===== src/core/lock_fault_pkg.sv =====
/*
  Shared constants, types and decode functions for the current-limit
  lock fault handler: register map, field positions, timing tables.
  Assumes a single core clock at CLK_MHZ.
*/
package lock_fault_pkg;

  // Core clock and time base
  localparam int CLK_MHZ = 250;
  localparam int TICK_US = 50;
  localparam int TICK_CYCLES = TICK_US * CLK_MHZ;
  localparam int TMR_W = 20;
  localparam int CNT_W = 4;

  // Register map, byte addresses on the plain register port
  localparam int ADDR_W = 8;
  localparam logic [ADDR_W-1:0] ADDR_SETTINGS = 8'h90;
  localparam logic [ADDR_W-1:0] ADDR_STATUS = 8'h94;
  localparam logic [ADDR_W-1:0] ADDR_MASK = 8'h98;
  localparam logic [ADDR_W-1:0] ADDR_CONTROL = 8'h9C;

  // Settings register layout
  localparam int MODE_LSB = 15;
  localparam int MODE_MSB = 18;
  localparam int DEG_LSB = 11;
  localparam int DEG_MSB = 14;
  localparam int RETRY_LSB = 7;
  localparam int RETRY_MSB = 10;
  localparam logic [31:0] SETTINGS_RESET = 32'h0000_0000;
  localparam logic [31:0] SETTINGS_WMASK = 32'h7FFF_FFFF;

  // Event status bits, shared by status and mask registers
  localparam int EVT_W = 3;
  localparam int EVT_LOCK = 0;
  localparam int EVT_AUTOCLR = 1;
  localparam int EVT_LATCH = 2;
  localparam logic [EVT_W-1:0] EVT_RESET = 3'h0;

  // Control register: write bit, read-back field positions
  localparam int CTL_CLEAR = 0;
  localparam int CTL_FAULT = 0;
  localparam int CTL_STATE_LSB = 1;
  localparam int CTL_CNT_LSB = 4;
  localparam int CTL_ACT_LSB = 8;

  // Lock reaction mode codes
  localparam logic [3:0] MODE_HS_LATCH = 4'h2;
  localparam logic [3:0] MODE_LS_LATCH = 4'h3;
  localparam logic [3:0] MODE_TRI_RETRY_A = 4'h4;
  localparam logic [3:0] MODE_TRI_RETRY_B = 4'h5;
  localparam logic [3:0] MODE_HS_RETRY = 4'h6;
  localparam logic [3:0] MODE_LS_RETRY = 4'h7;
  localparam logic [3:0] MODE_REPORT = 4'h8;

  typedef enum logic [1:0] {ACT_NONE, ACT_TRISTATE, ACT_HS_BRAKE, ACT_LS_BRAKE} action_t;

  // Filter times in microseconds, retry times in milliseconds
  localparam int DEG_US [16] = '{50, 100, 200, 500, 1000, 2500, 5000, 7500,
                                 10000, 25000, 50000, 75000, 100000, 200000,
                                 500000, 1000000};
  localparam int RETRY_MS [16] = '{300, 500, 1000, 2000, 3000, 4000, 5000, 6000,
                                   7000, 8000, 9000, 10000, 11000, 12000,
                                   13000, 14000};

  function automatic logic [TMR_W-1:0] deglitchTicks(input logic [3:0] sel);
    deglitchTicks = TMR_W'(DEG_US[sel] / TICK_US);
  endfunction : deglitchTicks

  function automatic logic [TMR_W-1:0] retryTicks(input logic [3:0] sel);
    retryTicks = TMR_W'((RETRY_MS[sel] * 1000) / TICK_US);
  endfunction : retryTicks

  function automatic logic modeEnabled(input logic [3:0] m);
    modeEnabled = (m <= MODE_REPORT);
  endfunction : modeEnabled

  function automatic logic modeRetries(input logic [3:0] m);
    modeRetries = (m >= MODE_TRI_RETRY_A) && (m <= MODE_LS_RETRY);
  endfunction : modeRetries

  function automatic action_t modeAction(input logic [3:0] m);
    if (m == MODE_REPORT) begin
      modeAction = ACT_NONE;
    end else if (m == MODE_HS_LATCH || m == MODE_HS_RETRY) begin
      modeAction = ACT_HS_BRAKE;
    end else if (m == MODE_LS_LATCH || m == MODE_LS_RETRY) begin
      modeAction = ACT_LS_BRAKE;
    end else begin
      modeAction = ACT_TRISTATE;
    end
  endfunction : modeAction

endpackage : lock_fault_pkg


===== src/core/current_limit_lock_fault_handler.sv =====
/*
  Fault reaction for current-limit lock: deglitch, mode-dependent
  output override, auto retry with limit, fault pin, register port
  and interrupt. Assumes pwm inputs and retryLimit come from logic on
  mclk; currentAboveThr is asynchronous and is synchronised here.
*/
//
// Contract
// - Modes 0,1 latch fault, tristate outputs
// - Mode 2 latches fault, high-side brake
// - Mode 3 latches fault, low-side brake
// - Modes 4,5 tristate, auto clear, limited
// - Mode 6 high-side brake, auto clear, limited
// - Mode 7 low-side brake, auto clear, limited
// - Mode 8 reports only, gates untouched
// - Modes 9 to F disable detection
// - Deglitch field selects filter time
// - Retry field selects auto clear wait
// - Mode, deglitch, retry fields reset zero
`timescale 1ns/1ps
`default_nettype none
module current_limit_lock_fault_handler
  import lock_fault_pkg::*;
#(
  parameter int TickCycles = TICK_CYCLES
) (
  // Clock and reset
  input wire logic mclk,
  input wire logic arst_n,
  // Register port
  input wire logic [ADDR_W-1:0] regAddr,
  input wire logic [31:0] regWrData,
  input wire logic regWrEn,
  input wire logic regRdEn,
  output logic [31:0] regRdData,
  // Lock sensing and limits
  input wire logic currentAboveThr,
  input wire logic [CNT_W-1:0] retry_count_limit,
  // Gate commands from commutation
  input wire logic [2:0] pwmHsIn,
  input wire logic [2:0] pwmLsIn,
  // Gate driver
  output logic [2:0] gateHsOn,
  output logic [2:0] gateLsOn,
  output logic gateHiZ,
  // Fault and interrupt
  output logic fault_out_n,
  output logic irq
);

  initial begin
    if (TickCycles < 2 || TickCycles > 1048576) begin
      $error("current_limit_lock_fault_handler: TickCycles out of range");
    end
    // Longest waits must fit the shared timer width
    if ((RETRY_MS[15] * 1000) / TICK_US >= (1 << TMR_W)) begin
      $error("current_limit_lock_fault_handler: retry timer too narrow");
    end
    if (DEG_US[15] / TICK_US >= (1 << TMR_W)) begin
      $error("current_limit_lock_fault_handler: deglitch timer too narrow");
    end
    // Retry count read-back field is four bits wide
    if (CNT_W > 4) begin
      $error("current_limit_lock_fault_handler: retry counter too wide");
    end
    // Register offsets must be word aligned
    if (ADDR_SETTINGS[1:0] != 2'h0 || ADDR_STATUS[1:0] != 2'h0 ||
        ADDR_MASK[1:0] != 2'h0 || ADDR_CONTROL[1:0] != 2'h0) begin
      $error("current_limit_lock_fault_handler: register offsets not word aligned");
    end
  end

  typedef enum logic [1:0] {ST_IDLE, ST_RETRY_WAIT, ST_LATCHED} state_t;

  // Registers
  logic [31:0] settings_q;
  logic [31:0] settings_d;
  logic [EVT_W-1:0] status_q;
  logic [EVT_W-1:0] status_d;
  logic [EVT_W-1:0] mask_q;
  logic [EVT_W-1:0] mask_d;
  logic [31:0] rdData_q;
  state_t state_q;
  state_t state_d;
  action_t action_q;
  action_t action_d;
  logic [CNT_W-1:0] retryCnt_q;
  logic [CNT_W-1:0] retryCnt_d;
  logic [TMR_W-1:0] retryTmr_q;
  logic [TMR_W-1:0] retryTmr_d;
  logic [2:0] hs_q;
  logic [2:0] ls_q;
  logic hiZ_q;
  logic faultN_q;
  logic irq_q;
  logic syncA_q;
  logic syncB_q;

  // Field decode
  wire [3:0] modeSel = settings_q[MODE_MSB:MODE_LSB];
  wire [3:0] lock_deglitch_sel = settings_q[DEG_MSB:DEG_LSB];
  wire [3:0] lock_retry_time_sel = settings_q[RETRY_MSB:RETRY_LSB];

  // Address decode
  wire selSettings = (regAddr == ADDR_SETTINGS);
  wire selStatus = (regAddr == ADDR_STATUS);
  wire selMask = (regAddr == ADDR_MASK);
  wire selControl = (regAddr == ADDR_CONTROL);
  wire wrSettings = regWrEn && selSettings;
  wire wrStatus = regWrEn && selStatus;
  wire wrMask = regWrEn && selMask;
  wire hostClear = regWrEn && selControl && regWrData[CTL_CLEAR];

  // Over-threshold level, two-stage synchroniser
  always_ff @(posedge mclk or negedge arst_n) begin
    if (!arst_n) begin
      syncA_q <= 1'b0;
      syncB_q <= 1'b0;
    end else begin
      syncA_q <= currentAboveThr;
      syncB_q <= syncA_q;
    end
  end

  // Deglitch filter; its divider restarts while below threshold
  wire detEnable = modeEnabled(modeSel) && (state_q == ST_IDLE);
  wire degTick;
  wire lockPulse;

  tick_divider #(
    .Cycles(TickCycles)
  ) u_deg_tick (
    .mclk(mclk),
    .arst_n(arst_n),
    .restart(!(syncB_q && detEnable)),
    .tickEn(degTick)
  );

  lock_deglitch_filter u_filter (
    .mclk(mclk),
    .arst_n(arst_n),
    .enable(detEnable),
    .aboveThr(syncB_q),
    .tickEn(degTick),
    .limitTicks(deglitchTicks(lock_deglitch_sel)),
    .lockPulse(lockPulse)
  );

  // Retry timer base, aligned to the moment the wait starts
  wire startRetry;
  wire retryTick;

  tick_divider #(
    .Cycles(TickCycles)
  ) u_retry_tick (
    .mclk(mclk),
    .arst_n(arst_n),
    .restart(startRetry),
    .tickEn(retryTick)
  );

  // Reaction decode for the lock just seen
  wire retryMode = modeRetries(modeSel);
  wire limitReached = (retryCnt_q >= retry_count_limit);
  wire goRetry = lockPulse && retryMode && !limitReached;
  wire goLatch = lockPulse && !goRetry;
  assign startRetry = (state_q == ST_IDLE) && goRetry;
  wire retryDone = (state_q == ST_RETRY_WAIT) && retryTick && (retryTmr_q <= TMR_W'(1));

  // Fault state machine
  always_comb begin
    state_d = state_q;
    action_d = action_q;
    retryCnt_d = retryCnt_q;
    retryTmr_d = retryTmr_q;
    unique case (state_q)
      ST_IDLE: begin
        if (hostClear) begin
          retryCnt_d = '0;
        end
        if (goRetry) begin
          state_d = ST_RETRY_WAIT;
          action_d = modeAction(modeSel);
          retryTmr_d = retryTicks(lock_retry_time_sel);
        end else if (goLatch) begin
          state_d = ST_LATCHED;
          action_d = modeAction(modeSel);
        end
      end
      ST_RETRY_WAIT: begin
        if (hostClear) begin
          state_d = ST_IDLE;
          action_d = ACT_NONE;
          retryCnt_d = '0;
        end else if (retryDone) begin
          state_d = ST_IDLE;
          action_d = ACT_NONE;
          retryCnt_d = retryCnt_q + CNT_W'(1);
        end else if (retryTick) begin
          retryTmr_d = retryTmr_q - TMR_W'(1);
        end
      end
      ST_LATCHED: begin
        if (hostClear) begin
          state_d = ST_IDLE;
          action_d = ACT_NONE;
          retryCnt_d = '0;
        end
      end
      // Unused code: fall back to a safe latched stop
      default: begin
        state_d = ST_LATCHED;
        action_d = ACT_TRISTATE;
      end
    endcase
  end

  always_ff @(posedge mclk or negedge arst_n) begin
    if (!arst_n) begin
      state_q <= ST_IDLE;
      action_q <= ACT_NONE;
    end else begin
      state_q <= state_d;
      action_q <= action_d;
    end
  end

  always_ff @(posedge mclk or negedge arst_n) begin
    if (!arst_n) begin
      retryCnt_q <= '0;
      retryTmr_q <= '0;
    end else begin
      retryCnt_q <= retryCnt_d;
      retryTmr_q <= retryTmr_d;
    end
  end

  // Gate override; a report-only fault leaves the commands alone
  wire faultActive = (state_q != ST_IDLE);
  wire forceTri = faultActive && (action_q == ACT_TRISTATE);
  wire forceHs = faultActive && (action_q == ACT_HS_BRAKE);
  wire forceLs = faultActive && (action_q == ACT_LS_BRAKE);
  wire passCmd = !(forceTri || forceHs || forceLs);
  logic [2:0] hs_d;
  logic [2:0] ls_d;

  // Same override on every phase
  for (genvar ph = 0; ph < 3; ph++) begin : g_phase
    assign hs_d[ph] = forceHs || (passCmd && pwmHsIn[ph]);
    assign ls_d[ph] = forceLs || (passCmd && pwmLsIn[ph]);
  end

  // Registered outputs avoid glitches on the gate lines
  always_ff @(posedge mclk or negedge arst_n) begin
    if (!arst_n) begin
      hs_q <= 3'h0;
      ls_q <= 3'h0;
      hiZ_q <= 1'b0;
    end else begin
      hs_q <= hs_d;
      ls_q <= ls_d;
      hiZ_q <= forceTri;
    end
  end

  always_ff @(posedge mclk or negedge arst_n) begin
    if (!arst_n) begin
      faultN_q <= 1'b1;
    end else begin
      faultN_q <= !faultActive;
    end
  end

  assign gateHsOn = hs_q;
  assign gateLsOn = ls_q;
  assign gateHiZ = hiZ_q;
  assign fault_out_n = faultN_q;

  // Events; a set in the clearing cycle wins
  logic [EVT_W-1:0] events;
  assign events[EVT_LOCK] = lockPulse;
  assign events[EVT_AUTOCLR] = retryDone;
  assign events[EVT_LATCH] = goLatch;
  wire [EVT_W-1:0] w1c = wrStatus ? regWrData[EVT_W-1:0] : '0;
  for (genvar ev = 0; ev < EVT_W; ev++) begin : g_event
    assign status_d[ev] = events[ev] || (status_q[ev] && !w1c[ev]);
  end
  assign mask_d = wrMask ? regWrData[EVT_W-1:0] : mask_q;
  assign settings_d = wrSettings ? (regWrData & SETTINGS_WMASK) : settings_q;

  always_ff @(posedge mclk or negedge arst_n) begin
    if (!arst_n) begin
      settings_q <= SETTINGS_RESET;
    end else begin
      settings_q <= settings_d;
    end
  end

  always_ff @(posedge mclk or negedge arst_n) begin
    if (!arst_n) begin
      status_q <= EVT_RESET;
      mask_q <= EVT_RESET;
    end else begin
      status_q <= status_d;
      mask_q <= mask_d;
    end
  end

  // Registered so the pin cannot glitch while status settles
  always_ff @(posedge mclk or negedge arst_n) begin
    if (!arst_n) begin
      irq_q <= 1'b0;
    end else begin
      irq_q <= |(status_d & mask_d);
    end
  end

  assign irq = irq_q;

  // Read side
  // Control read-back: fault, state, retry count, action
  wire [1:0] ctlState = 2'(state_q);
  wire [1:0] ctlAction = 2'(action_q);
  wire [31:0] controlView = {22'h00_0000, ctlAction, retryCnt_q, 1'b0, ctlState, faultActive};
  wire [31:0] rdMux = selSettings ? settings_q :
                      selStatus ? {29'h0000_0000, status_q} :
                      selMask ? {29'h0000_0000, mask_q} :
                      selControl ? controlView : 32'h0000_0000;

  always_ff @(posedge mclk or negedge arst_n) begin
    if (!arst_n) begin
      rdData_q <= 32'h0000_0000;
    end else if (regRdEn) begin
      rdData_q <= rdMux;
    end else begin
      rdData_q <= 32'h0000_0000;
    end
  end

  assign regRdData = rdData_q;

endmodule : current_limit_lock_fault_handler
`default_nettype wire


===== src/core/lock_deglitch_filter.sv =====
/*
  Qualifies the over-threshold level: it must stay high for limitTicks
  ticks without a break. Assumes tickEn comes from a divider that is
  restarted whenever the level is low, so the time is exact.
*/
`timescale 1ns/1ps
`default_nettype none
module lock_deglitch_filter
  import lock_fault_pkg::*;
(
  // Clock and reset
  input wire logic mclk,
  input wire logic arst_n,
  // Level and timing
  input wire logic enable,
  input wire logic aboveThr,
  input wire logic tickEn,
  input wire logic [TMR_W-1:0] limitTicks,
  // Result
  output logic lockPulse
);

  logic [TMR_W-1:0] cnt_q;
  logic [TMR_W-1:0] cnt_d;
  logic fired_q;
  logic fired_d;

  wire run = enable && aboveThr;
  wire reach = run && tickEn && !fired_q && (cnt_q + TMR_W'(1) >= limitTicks);

  // Any drop below threshold restarts the count
  assign cnt_d = !run ? '0 : (tickEn && !fired_q) ? cnt_q + TMR_W'(1) : cnt_q;
  // One report per continuous episode
  assign fired_d = run && (fired_q || reach);
  assign lockPulse = reach;

  always_ff @(posedge mclk or negedge arst_n) begin
    if (!arst_n) begin
      cnt_q <= '0;
      fired_q <= 1'b0;
    end else begin
      cnt_q <= cnt_d;
      fired_q <= fired_d;
    end
  end

endmodule : lock_deglitch_filter
`default_nettype wire


===== src/core/tick_divider.sv =====
/*
  Divider giving a one-cycle enable pulse every Cycles clocks.
  Assumes restart is synchronous to mclk; restart realigns the phase.
*/
`timescale 1ns/1ps
`default_nettype none
module tick_divider
  import lock_fault_pkg::*;
#(
  parameter int Cycles = TICK_CYCLES
) (
  // Clock and reset
  input wire logic mclk,
  input wire logic arst_n,
  // Control
  input wire logic restart,
  output logic tickEn
);

  initial begin
    if (Cycles < 2 || Cycles > 1048576) begin
      $error("tick_divider: Cycles out of range");
    end
  end

  localparam int DW = $clog2(Cycles);
  localparam logic [DW-1:0] LAST = DW'(Cycles - 1);

  logic [DW-1:0] cnt_q;
  logic [DW-1:0] cnt_d;
  wire atLast = (cnt_q == LAST);

  assign cnt_d = (restart || atLast) ? '0 : cnt_q + DW'(1);
  assign tickEn = atLast && !restart;

  always_ff @(posedge mclk or negedge arst_n) begin
    if (!arst_n) begin
      cnt_q <= '0;
    end else begin
      cnt_q <= cnt_d;
    end
  end

endmodule : tick_divider
`default_nettype wire


===== config.mk =====
export PLATFORM = sky130hd
export DESIGN_NAME = current_limit_lock_fault_handler
export DESIGN_NICKNAME = d
export VERILOG_FILES = /design/src/core/lock_fault_pkg.sv /design/src/core/current_limit_lock_fault_handler.sv /design/src/core/lock_deglitch_filter.sv /design/src/core/tick_divider.sv
export SDC_FILE = /design/constraint.sdc
export NUM_CORES = 1
export LEC_CHECK = 0
export BUFFER_PORTS_ARGS = -buffer_cell sky130_fd_sc_hd__clkbuf_2
export CORE_MARGIN = 1.5
export CORE_UTILIZATION = 40
export DETAILED_ROUTE_END_ITERATION = 10
export PLACE_DENSITY = 0.55
export SYNTH_ARGS = -nofsm -noshare
export SYNTH_HDL_FRONTEND = slang
export SYNTH_SLANG_ARGS = --single-unit
export TNS_END_PERCENT = 100

===== constraint.sdc =====
create_clock -name mclk -period 25.3 [get_ports mclk]
set_input_delay 3.795 -clock mclk [delete_from_list [all_inputs] [get_ports mclk]]
set_output_delay 3.795 -clock mclk [all_outputs]
set_load 0.02 [all_outputs]

# ---- Word level (Yosys, flattened, before mapping)
# Memories as Yosys holds them, arrays and structs flattened.
# Index checks and enable logic that the tools add are counted.
dict set report op_classes {
  addsub 5
  multipliers 1
  div_mod_pow 2
  n_lt_le_gt_ge 8
  n_eq_ne 25
  mux 36
  bitwise_logic 3
  reduce_logical 68
}
# cell count
set ops {}
lappend ops {{$mux W32} 4}
lappend ops {{$mux W20} 6}
lappend ops {{$div A32 B7 Y32 const B} 2}
lappend ops {{$mux W31} 2}
lappend ops {{$pmux W20 S2} 1}
lappend ops {{$logic_and A1 B1 Y1} 33}
lappend ops {{$eq A8 B8 Y1 const B} 4}
lappend ops {{$mul A32 B8 Y29 const B} 1}
lappend ops {{$mux W10} 3}
lappend ops {{$add A14 B1 Y14 const B} 2}
lappend ops {{$eq A14 B14 Y1 const B} 2}
lappend ops {{$mux W14} 2}
lappend ops {{$add A20 B1 Y20 const B} 1}
lappend ops {{$ge A20 B20 Y1} 1}
lappend ops {{$le A20 B1 Y1 const B} 1}
lappend ops {{$mux W2} 10}
lappend ops {{$sub A20 B1 Y20 const B} 1}
lappend ops {{$logic_or A1 B1 Y1} 16}
lappend ops {{$mux W4} 3}
lappend ops {{$ne A2 B2 Y1 const B} 6}
lappend ops {{$pmux W2 S3} 2}
lappend ops {{$ge A5 B5 Y1 const B} 2}
lappend ops {{$logic_not A1 Y1} 10}
lappend ops {{$not A4 Y5} 2}
lappend ops {{other kinds (21)} 31}
dict set report totals {
  ff_bits 157
  rom_bits 1024
  in_bits 55
  out_inout_bits 41
  word_cells 169
  n_memories 2
}
# memory depth width rd rd_clocked_by_memory_dff write_ports line_no
set mem_list {}
lappend mem_list {{(no name shown)} 16 32 1 0 0 lock_fault_pkg.sv:70} ;# retryTicks = TMR_W'((RETRY_MS[sel] * 1000) / TICK_US);
lappend mem_list {{(no name shown)} 16 32 1 0 0 lock_fault_pkg.sv:66} ;# deglitchTicks = TMR_W'(DEG_US[sel] / TICK_US);

# ---- Depth between registers and ports, before layout
# Gate-level depths: netlist (run 1).
dict set report depth {
  word_depth 17
  ltp_mapped 86
  mapped_depth_nobuf 81
}

# ---- By module
# A second synthesis (run 1) with hierarchy kept.
dict set report unflattened {
  cells_unflattened 2210
  hier_area_um2 18222.5
}
# mod n_inst cells_per_inst area_each_um2 seq_area_each_um2
set modules_own_cells {}
lappend modules_own_cells {current_limit_lock_fault_handler 1 1834 14955.6 2678.8}
lappend modules_own_cells {lock_deglitch_filter 1 226 1828.0 525.5}
lappend modules_own_cells {tick_divider 2 75 719.4 350.3}

# ---- Least setup slack after synthesis (run 1)
# OpenSTA, ideal clock, no wires.
dict set report synth_path {
  path_type {reg2reg}
  from {register settings_q[7]}
  to {register retryTmr_q[0]}
  setup_time_ns 0.136
  t_arrival_ns 17.295
  required_time_ns 25.164
  slack_ns 7.869
  path_stages_with_launch 83
  path_buffers 9
  period_less_slack_ns 17.431
  path_cell_list {dfrtp_1 > inv_1 > ha_1 > nand2_1 > o21ai_0 > o21ai_0 > inv_1 > ha_1 > inv_1 > fa_1 > inv_1 > fa_1 > inv_1 > fa_1 > inv_1 > ha_1 > buf_4 > o21ai_0 > [... 47 more ...] > inv_4 > ha_1 > nor3_1 > mux2_4 > or2_1 > buf_6 > or2_1 > buf_2 > inv_1 > ha_1 > nand2_1 > nor3_1 > a21oi_1 > and4b_1 > a21oi_1 > o21ai_0 > a2111oi_0 > a21oi_1}
}
dict set report synth_between {
  elab_chain_len 8
}
# item line_no
set synth_rtl {}
lappend synth_rtl {{start, declared} current_limit_lock_fault_handler.sv:76} ;# logic [31:0] settings_q;
lappend synth_rtl {{start signal, assigned} current_limit_lock_fault_handler.sv:295} ;# settings_q <= settings_d;
lappend synth_rtl {{$not A4 Y5 (implied by the code)} lock_fault_pkg.sv:70}
lappend synth_rtl {{$mem_v2 Z16 W32} -}
lappend synth_rtl {{$mux W32 (implied by the code) (2 in series)} lock_fault_pkg.sv:70}
lappend synth_rtl {{$mul A32 B8 Y29} lock_fault_pkg.sv:70}
lappend synth_rtl {{$div A32 B7 Y32} lock_fault_pkg.sv:70}
lappend synth_rtl {{$mux W20} current_limit_lock_fault_handler.sv:181} ;# if (goRetry) begin
lappend synth_rtl {{$pmux W20 S2} current_limit_lock_fault_handler.sv:176} ;# unique case (state_q)
lappend synth_rtl {{end signal, assigned} current_limit_lock_fault_handler.sv:234} ;# retryTmr_q <= retryTmr_d;
lappend synth_rtl {{end, declared} current_limit_lock_fault_handler.sv:89} ;# logic [TMR_W-1:0] retryTmr_q;
# Every way passes these cells. The select of a mux whose other input is x is not followed.
# A chain may end at the register's enable or synchronous reset.

# ---- Final worst setup path (run 1)
dict set report layout_path {
  from {register settings_q[8]}
  to {register retryTmr_q[0]}
}
# Same word-level chain as after synthesis.

==> out/metrics.csv, run 1 <==
metric,value,unit
status,finished clean,
Initial Util,40.7,%
worst hold path type,reg2reg,
I/O pin cnt,96,
DR pass1 iterations,5,
Synth Net Count,2339,
Synth Instances,2144,
Final period util,85.9,%
worst setup path startpoint,settings_q[8],
"Reg clk slew, reported paths",0.07,ns
"Seq/Total Area, Yosys",22.2,%
chip width,213,um
GR Overflow Total,0,
Via density,5.71,
mapped cell area,0.0176,mm2
Overall Global Routing Usage,20.3,%
max-cap viol count,0,
multi-input logic area,0.0128,mm2
Setup Skew,0.00659,ns
filler instances,4417,
PortBufs,93,
cts hold-fix bufs,0,
end of the critical path,retryTmr_q[0],
DR DRC count,0,
max incr delay on CP,0.87,ns
total negative setup slack,0,ns
H-tree levels,4,
CORE AREA,0.0432,mm2
sequential cell area,0.00391,mm2
Root Buffer Master,clkbuf_16,
Reg-to-Reg End,retryTmr_q[0],
Worst-Skew Late Latency,0.43,ns
GPL Wtd Cong,0.879,
"antenna viol nets, final",0,
fin nets,2388,
number of global-route vias before repair,15376,
asr flop ratio synth,100,%
Ant. Diodes,0,
post-CTS sizing,0,
CP arrival,22.02,ns
largest net degree at the start of global routing,80,
CP Capture Type,flip-flop,
initial drt markers,1036,
Main synth FF type,dfrtp_1,
Critical Path Start Type,flip-flop,
CP max-delay cell,xnor2_1,
dpl hpwl,34.8,mm
final setup fails,0,
crit-path max FO,13,
final slew viol count,0,
mean post-synth cell area,8.19,um2
Yosys reg bits,156,
initial antenna violation count,0,
Reg2Reg Launch Point,settings_q[8],
"most used cell, CP",inv_1,
Yosys cell types,138,
layout cells sized above 1,13.3,%
CTS tree,yes,
total CTS buffers,17,
first-pass GRT wire length,77.0,mm
reg2reg path depth,70,
RSZ-0062 raised after global routing,false,
number of post-CTS setup repair buffers,0,
measured slew at the worst slew-check pin,1.06,ns
worst relative slew slack,29.1,%
Longest Clk Path Bufs,2,
Site Rows,76,
vias,15935,
f_max,0.0460,GHz
Final Hold Viols,0,
wire length per cell,16.3,um
clk sinks,156,
worst endpoint required time,25.60,ns
Detailed Route WL,45.6,mm
die area,0.0452,mm2
clock period minus worst slack,21.72,ns
Setup Crit Path Kind,reg2reg,
Die Ht,213,um
R2R setup slack,3.58,ns
Post-synth EDFFs,0,
Synth-to-Final Area Change,8.92,%
Ys Warns,0,
==> sequential cells by signal, indices dropped and copies added (netlist names) <==
register and flops:
action_q 2, ctlState 2, fault_out_n 1, gateHiZ 1, gateHsOn 3, gateLsOn 3
irq 1, mask_q 3, regRdData 31, retryCnt_q 4, retryTmr_q 20, settings_q 31
status_q 3, syncA_q 1, syncB_q 1, u_deg_tick.cnt_q 14, u_filter.cnt_q 20, u_filter.fired_q 1
u_retry_tick.cnt_q 14
==> placed cells by master, fill, tap and decap left out, types with 16 or more instances in the layout <==
cell         n
o21a_1      23
nand2b_1    30
o31ai_1     23
nor3_1      62
xor2_1      61
o22ai_1     17
and2_1      51
nor4_1      26
a21oi_1    126
o211ai_1    18
a31oi_1     16
fa_1        35
and3_1      37
clkbuf_16   17
a21o_1      26
nor2_1     188
nand4_1     19
o21ai_1     24
mux2_2      48
o21ai_0    108
mux2i_1     19
nand2_1    207
clkbuf_2    92
inv_1      126
a211oi_1    28
xnor2_1     59
or3_1       25
nand3_1     59
dfrtp_1    155
ha_1       105
==> layer usage <==
| metal | wire length [um] | vias to the layer above | global-route usage [%] |
|---|---|---|---|
| met2 | 21400 | 300 | 33.7 |
| met4 | 689 | 0 | 4.43 |
| met3 | 1400 | 40 | 2.04 |
| li1 | - | 7972 | - |
| met1 | 22100 | 7623 | 28.5 |
| met5 | 0 | - | 0 |
==> synthesized netlist by cell type, types with 19 or more instances <==
master	instances	area, um2
nor2_1	188	706
inv_1	126	473
nor4_1	26	163
nand2_1	207	777
nand2b_1	30	188
dfrtp_1	155	3880
o21a_1	23	173
fa_1	35	701
a21o_1	26	195
clkbuf_1	46	173
a21oi_1	126	631
or3_1	25	156
o21ai_0	108	541
o21ai_1	24	120
and2_1	51	319
a211oi_1	28	210
nand3_1	59	295
xor2_1	61	534
xnor2_1	59	517
mux2_2	48	541
ha_1	105	1310
o31ai_1	23	173
and3_1	37	231
mux2i_1	19	190
nor3_1	63	315
nand4_1	19	119
==> kinds of logic after synthesis <==
logic type	after synthesis	synth area share (%)
AO/OA/AOI/OAI	614	25.7
XOR/XNOR	126	6.57
adder cells (fa/ha/maj)	156	12.4
buffers and inverters	208	4.90
flip-flops	156	22.2
multiplexers	74	4.84
other	1	0.0213
AND/OR/NAND/NOR	809	23.4
==> worst max-delay path: cells and delay by family, from the launching register on <==
family          cells  cell delay (ns)
flops               1             0.57
fa+ha+maj           9             3.49
mux                 3             1.31
buf+inv             8             0.94
simple gates       20             5.53
compound gates     27             7.52
xor+xnor            3             2.22
==> worst min-delay path by stage <==
stage / from / end / slack, ns / cells after the start
2_1_floorplan: syncA_q / syncB_q / 0.33 / 0
3_5_place_dp: syncA_q / syncB_q / 0.34 / 0
4_1_cts: syncA_q / syncB_q / 0.35 / 0
3_3_place_gp: syncA_q / syncB_q / 0.34 / 0
6_report: syncA_q / syncB_q / 0.35 / 0
5_1_grt: syncA_q / syncB_q / 0.35 / 0
==> through the flow <==
stage	hold slack [ns]	std cells	area [um2]	setup WS, ns	utilization, %
2_1_floorplan	0.331	2144	17600	7.87	-
3_3_place_gp	0.337	2759	18500	3.90	42.9
3_5_place_dp	0.338	2759	18500	3.78	42.9
4_1_cts	0.353	2791	19100	3.66	44.3
5_1_grt	0.354	2791	19100	1.64	44.3
6_report	0.352	2791	19100	3.58	44.3
==> layout make-up <==
type                            count  area share (%)
Multi-Input combinational cell   1780            67.0
Sequential cell                   156            20.4
Tap cell                          585            3.83
Timing Repair Buffer              108            3.05
Inverter                          130            2.56
Clock buffer                       20            2.33
Clock inverter                     12           0.850
Power of run 1 is left out: the tool's default activity adds up to more than one toggle a clock period on the data nets, which glitch-free logic cannot reach.
==> run 2: changes to the inputs <==
CORE_ASPECT_RATIO = 2   (was not set)
CTS_CLUSTER_DIAMETER = 120   (was not set)
==> out/metrics.csv, run 2 (synthesized netlist as in run 1, its figures left out) <==
metric,value,unit,change
Ant. Diodes,0,,unchanged
GR Overflow Total,0,,unchanged
DR DRC count,0,,unchanged
Worst-Skew Late Latency,0.44,ns,about the same
CP Capture Type,flip-flop,,
final setup fails,0,,unchanged
clock period minus worst slack,22.32,ns,+0.594 ns
worst hold path type,reg2reg,,
total CTS buffers,17,,unchanged
R2R setup slack,2.98,ns,-0.59 ns
number of post-CTS setup repair buffers,0,,unchanged
post-CTS sizing,0,,unchanged
initial antenna violation count,0,,unchanged
H-tree levels,4,,unchanged
Finished Core Util,44.0,%,-0.37 points
Root Buffer Master,clkbuf_16,,
"most used cell, CP",inv_1,,
initial drt markers,791,,-24%
final slew viol count,0,,unchanged
worst relative slew slack,25.6,%,-3.5 points
dpl hpwl,39.5,mm,+14%
die area,0.0453,mm2,+0.17%
Reg-to-Reg End,retryTmr_q[0],,
CP arrival,22.62,ns,+0.60 ns
"Reg clk slew, reported paths",0.07,ns,about the same
CP max-delay cell,xnor2_1,,
max-cap viol count,0,,unchanged
wire length per cell,18.1,um,+11%
PortBufs,93,,unchanged
Reg2Reg Launch Point,settings_q[7],,
chip width,151,um,-29%
first-pass GRT wire length,81.9,mm,+6.4%
most frequent cells in the layout,"nand2_1 (207), nor2_1 (188), dfrtp_1 (155)",,
Longest Clk Path Bufs,2,,unchanged
DR pass1 iterations,6,,+1
crit-path max FO,20,,+7
Die Ht,299,um,+41%
measured slew at the worst slew-check pin,1.11,ns,+0.0564 ns
Final period util,88.2,%,+2.3 points
Synth-to-Final Area Change,8.53,%,
end of the critical path,retryTmr_q[0],,
clk sinks,156,,unchanged
RSZ-0062 raised after global routing,false,,
CTS tree,yes,,
Detailed Route WL,49.8,mm,+9.4%
Setup Skew,0.00907,ns,+0.00248 ns
Initial Util,40.5,%,-0.19 points
largest net degree at the start of global routing,84,,+5.0%
max incr delay on CP,0.83,ns,-0.04 ns
worst setup path startpoint,settings_q[7],,
worst endpoint required time,25.60,ns,about the same
Overall Global Routing Usage,22.4,%,+2.1 points
GPL Wtd Cong,0.916,,+4.2%
cts hold-fix bufs,0,,unchanged
number of global-route vias before repair,16714,,+8.7%
Final Hold Viols,0,,unchanged
CORE AREA,0.0434,mm2,+0.48%
vias,16316,,+2.4%
"antenna viol nets, final",0,,unchanged
Via density,5.92,,+3.7%
f_max,0.0448,GHz,-2.7%
filler instances,4338,,-1.8%
reg2reg path depth,75,,+7.1%
Site Rows,108,,+42%
fin nets,2389,,+0.042%
Critical Path Start Type,flip-flop,,
status,finished clean,,
total negative setup slack,0,ns,unchanged
layout cells sized above 1,13.5,%,+0.18 points
Setup Crit Path Kind,reg2reg,,
I/O pin cnt,96,,unchanged
"commonest non-fill, non-tap cell in the layout",nand2_1,,
-- run 2: cell count changes in the layout (fill, tap and decap cells not counted), sizes merged --
cell and change:
clkinv +5, inv +1, clkinvlp -2, clkbuf -2
buf +1, bufinv -2
-- run 2: routing by layer --
layer	vias to the layer above	part of all wire [%]	GRT usage, %
met2	391	56	44.3
met3	141	2.7	2.40
met5	-	0	0
met1	7836	37	22.2
li1	7948	-	-
met4	0	4.4	11.3
-- run 2: per-stage QoR --
| step | setup slack [ns] | hold slack [ns] | cells | instance area [um2] |
|---|---|---|---|---|
| floorplan | 7.87 | 0.331 | 2144 | 17600 |
| global placement | 3.39 | 0.336 | 2725 | 18500 |
| detailed placement | 3.33 | 0.340 | 2725 | 18500 |
| CTS | 3.24 | 0.354 | 2757 | 19100 |
| global route | 1.35 | 0.366 | 2757 | 19100 |
| finish | 2.98 | 0.352 | 2757 | 19100 |
-- run 2: how the worst min path moves through the flow --
stage               cells after the start  startpoint  slack [ns]       to
CTS                                     0     syncA_q        0.35  syncB_q
global placement                        0     syncA_q        0.34  syncB_q
finish                                  0     syncA_q        0.35  syncB_q
detailed placement                      0     syncA_q        0.34  syncB_q
global route                            0     syncA_q        0.37  syncB_q
floorplan                               0     syncA_q        0.33  syncB_q
-- run 2: area by class of cell --
cell class                 count  area [um2]  share of cell area (%)
clock buffer                  18         439                    2.30
multi-input combinational   1780       12800                    67.2
timing repair buffer         109         592                    3.10
inverter                     130         490                    2.57
clock inverter                14         136                   0.715
tap                          550         688                    3.61
sequential                   156        3910                    20.5
-- run 2: worst max-delay path: cells and delay by family (launching register included) --
family	cells	cell delay [ns]
simple gates	18	4.37
compound gates	28	8.34
fa+ha+maj	10	3.66
buf+inv	10	1.24
xor+xnor	5	2.69
flops	1	0.32
mux	4	1.51
Power of run 2 is left out for the same reason.
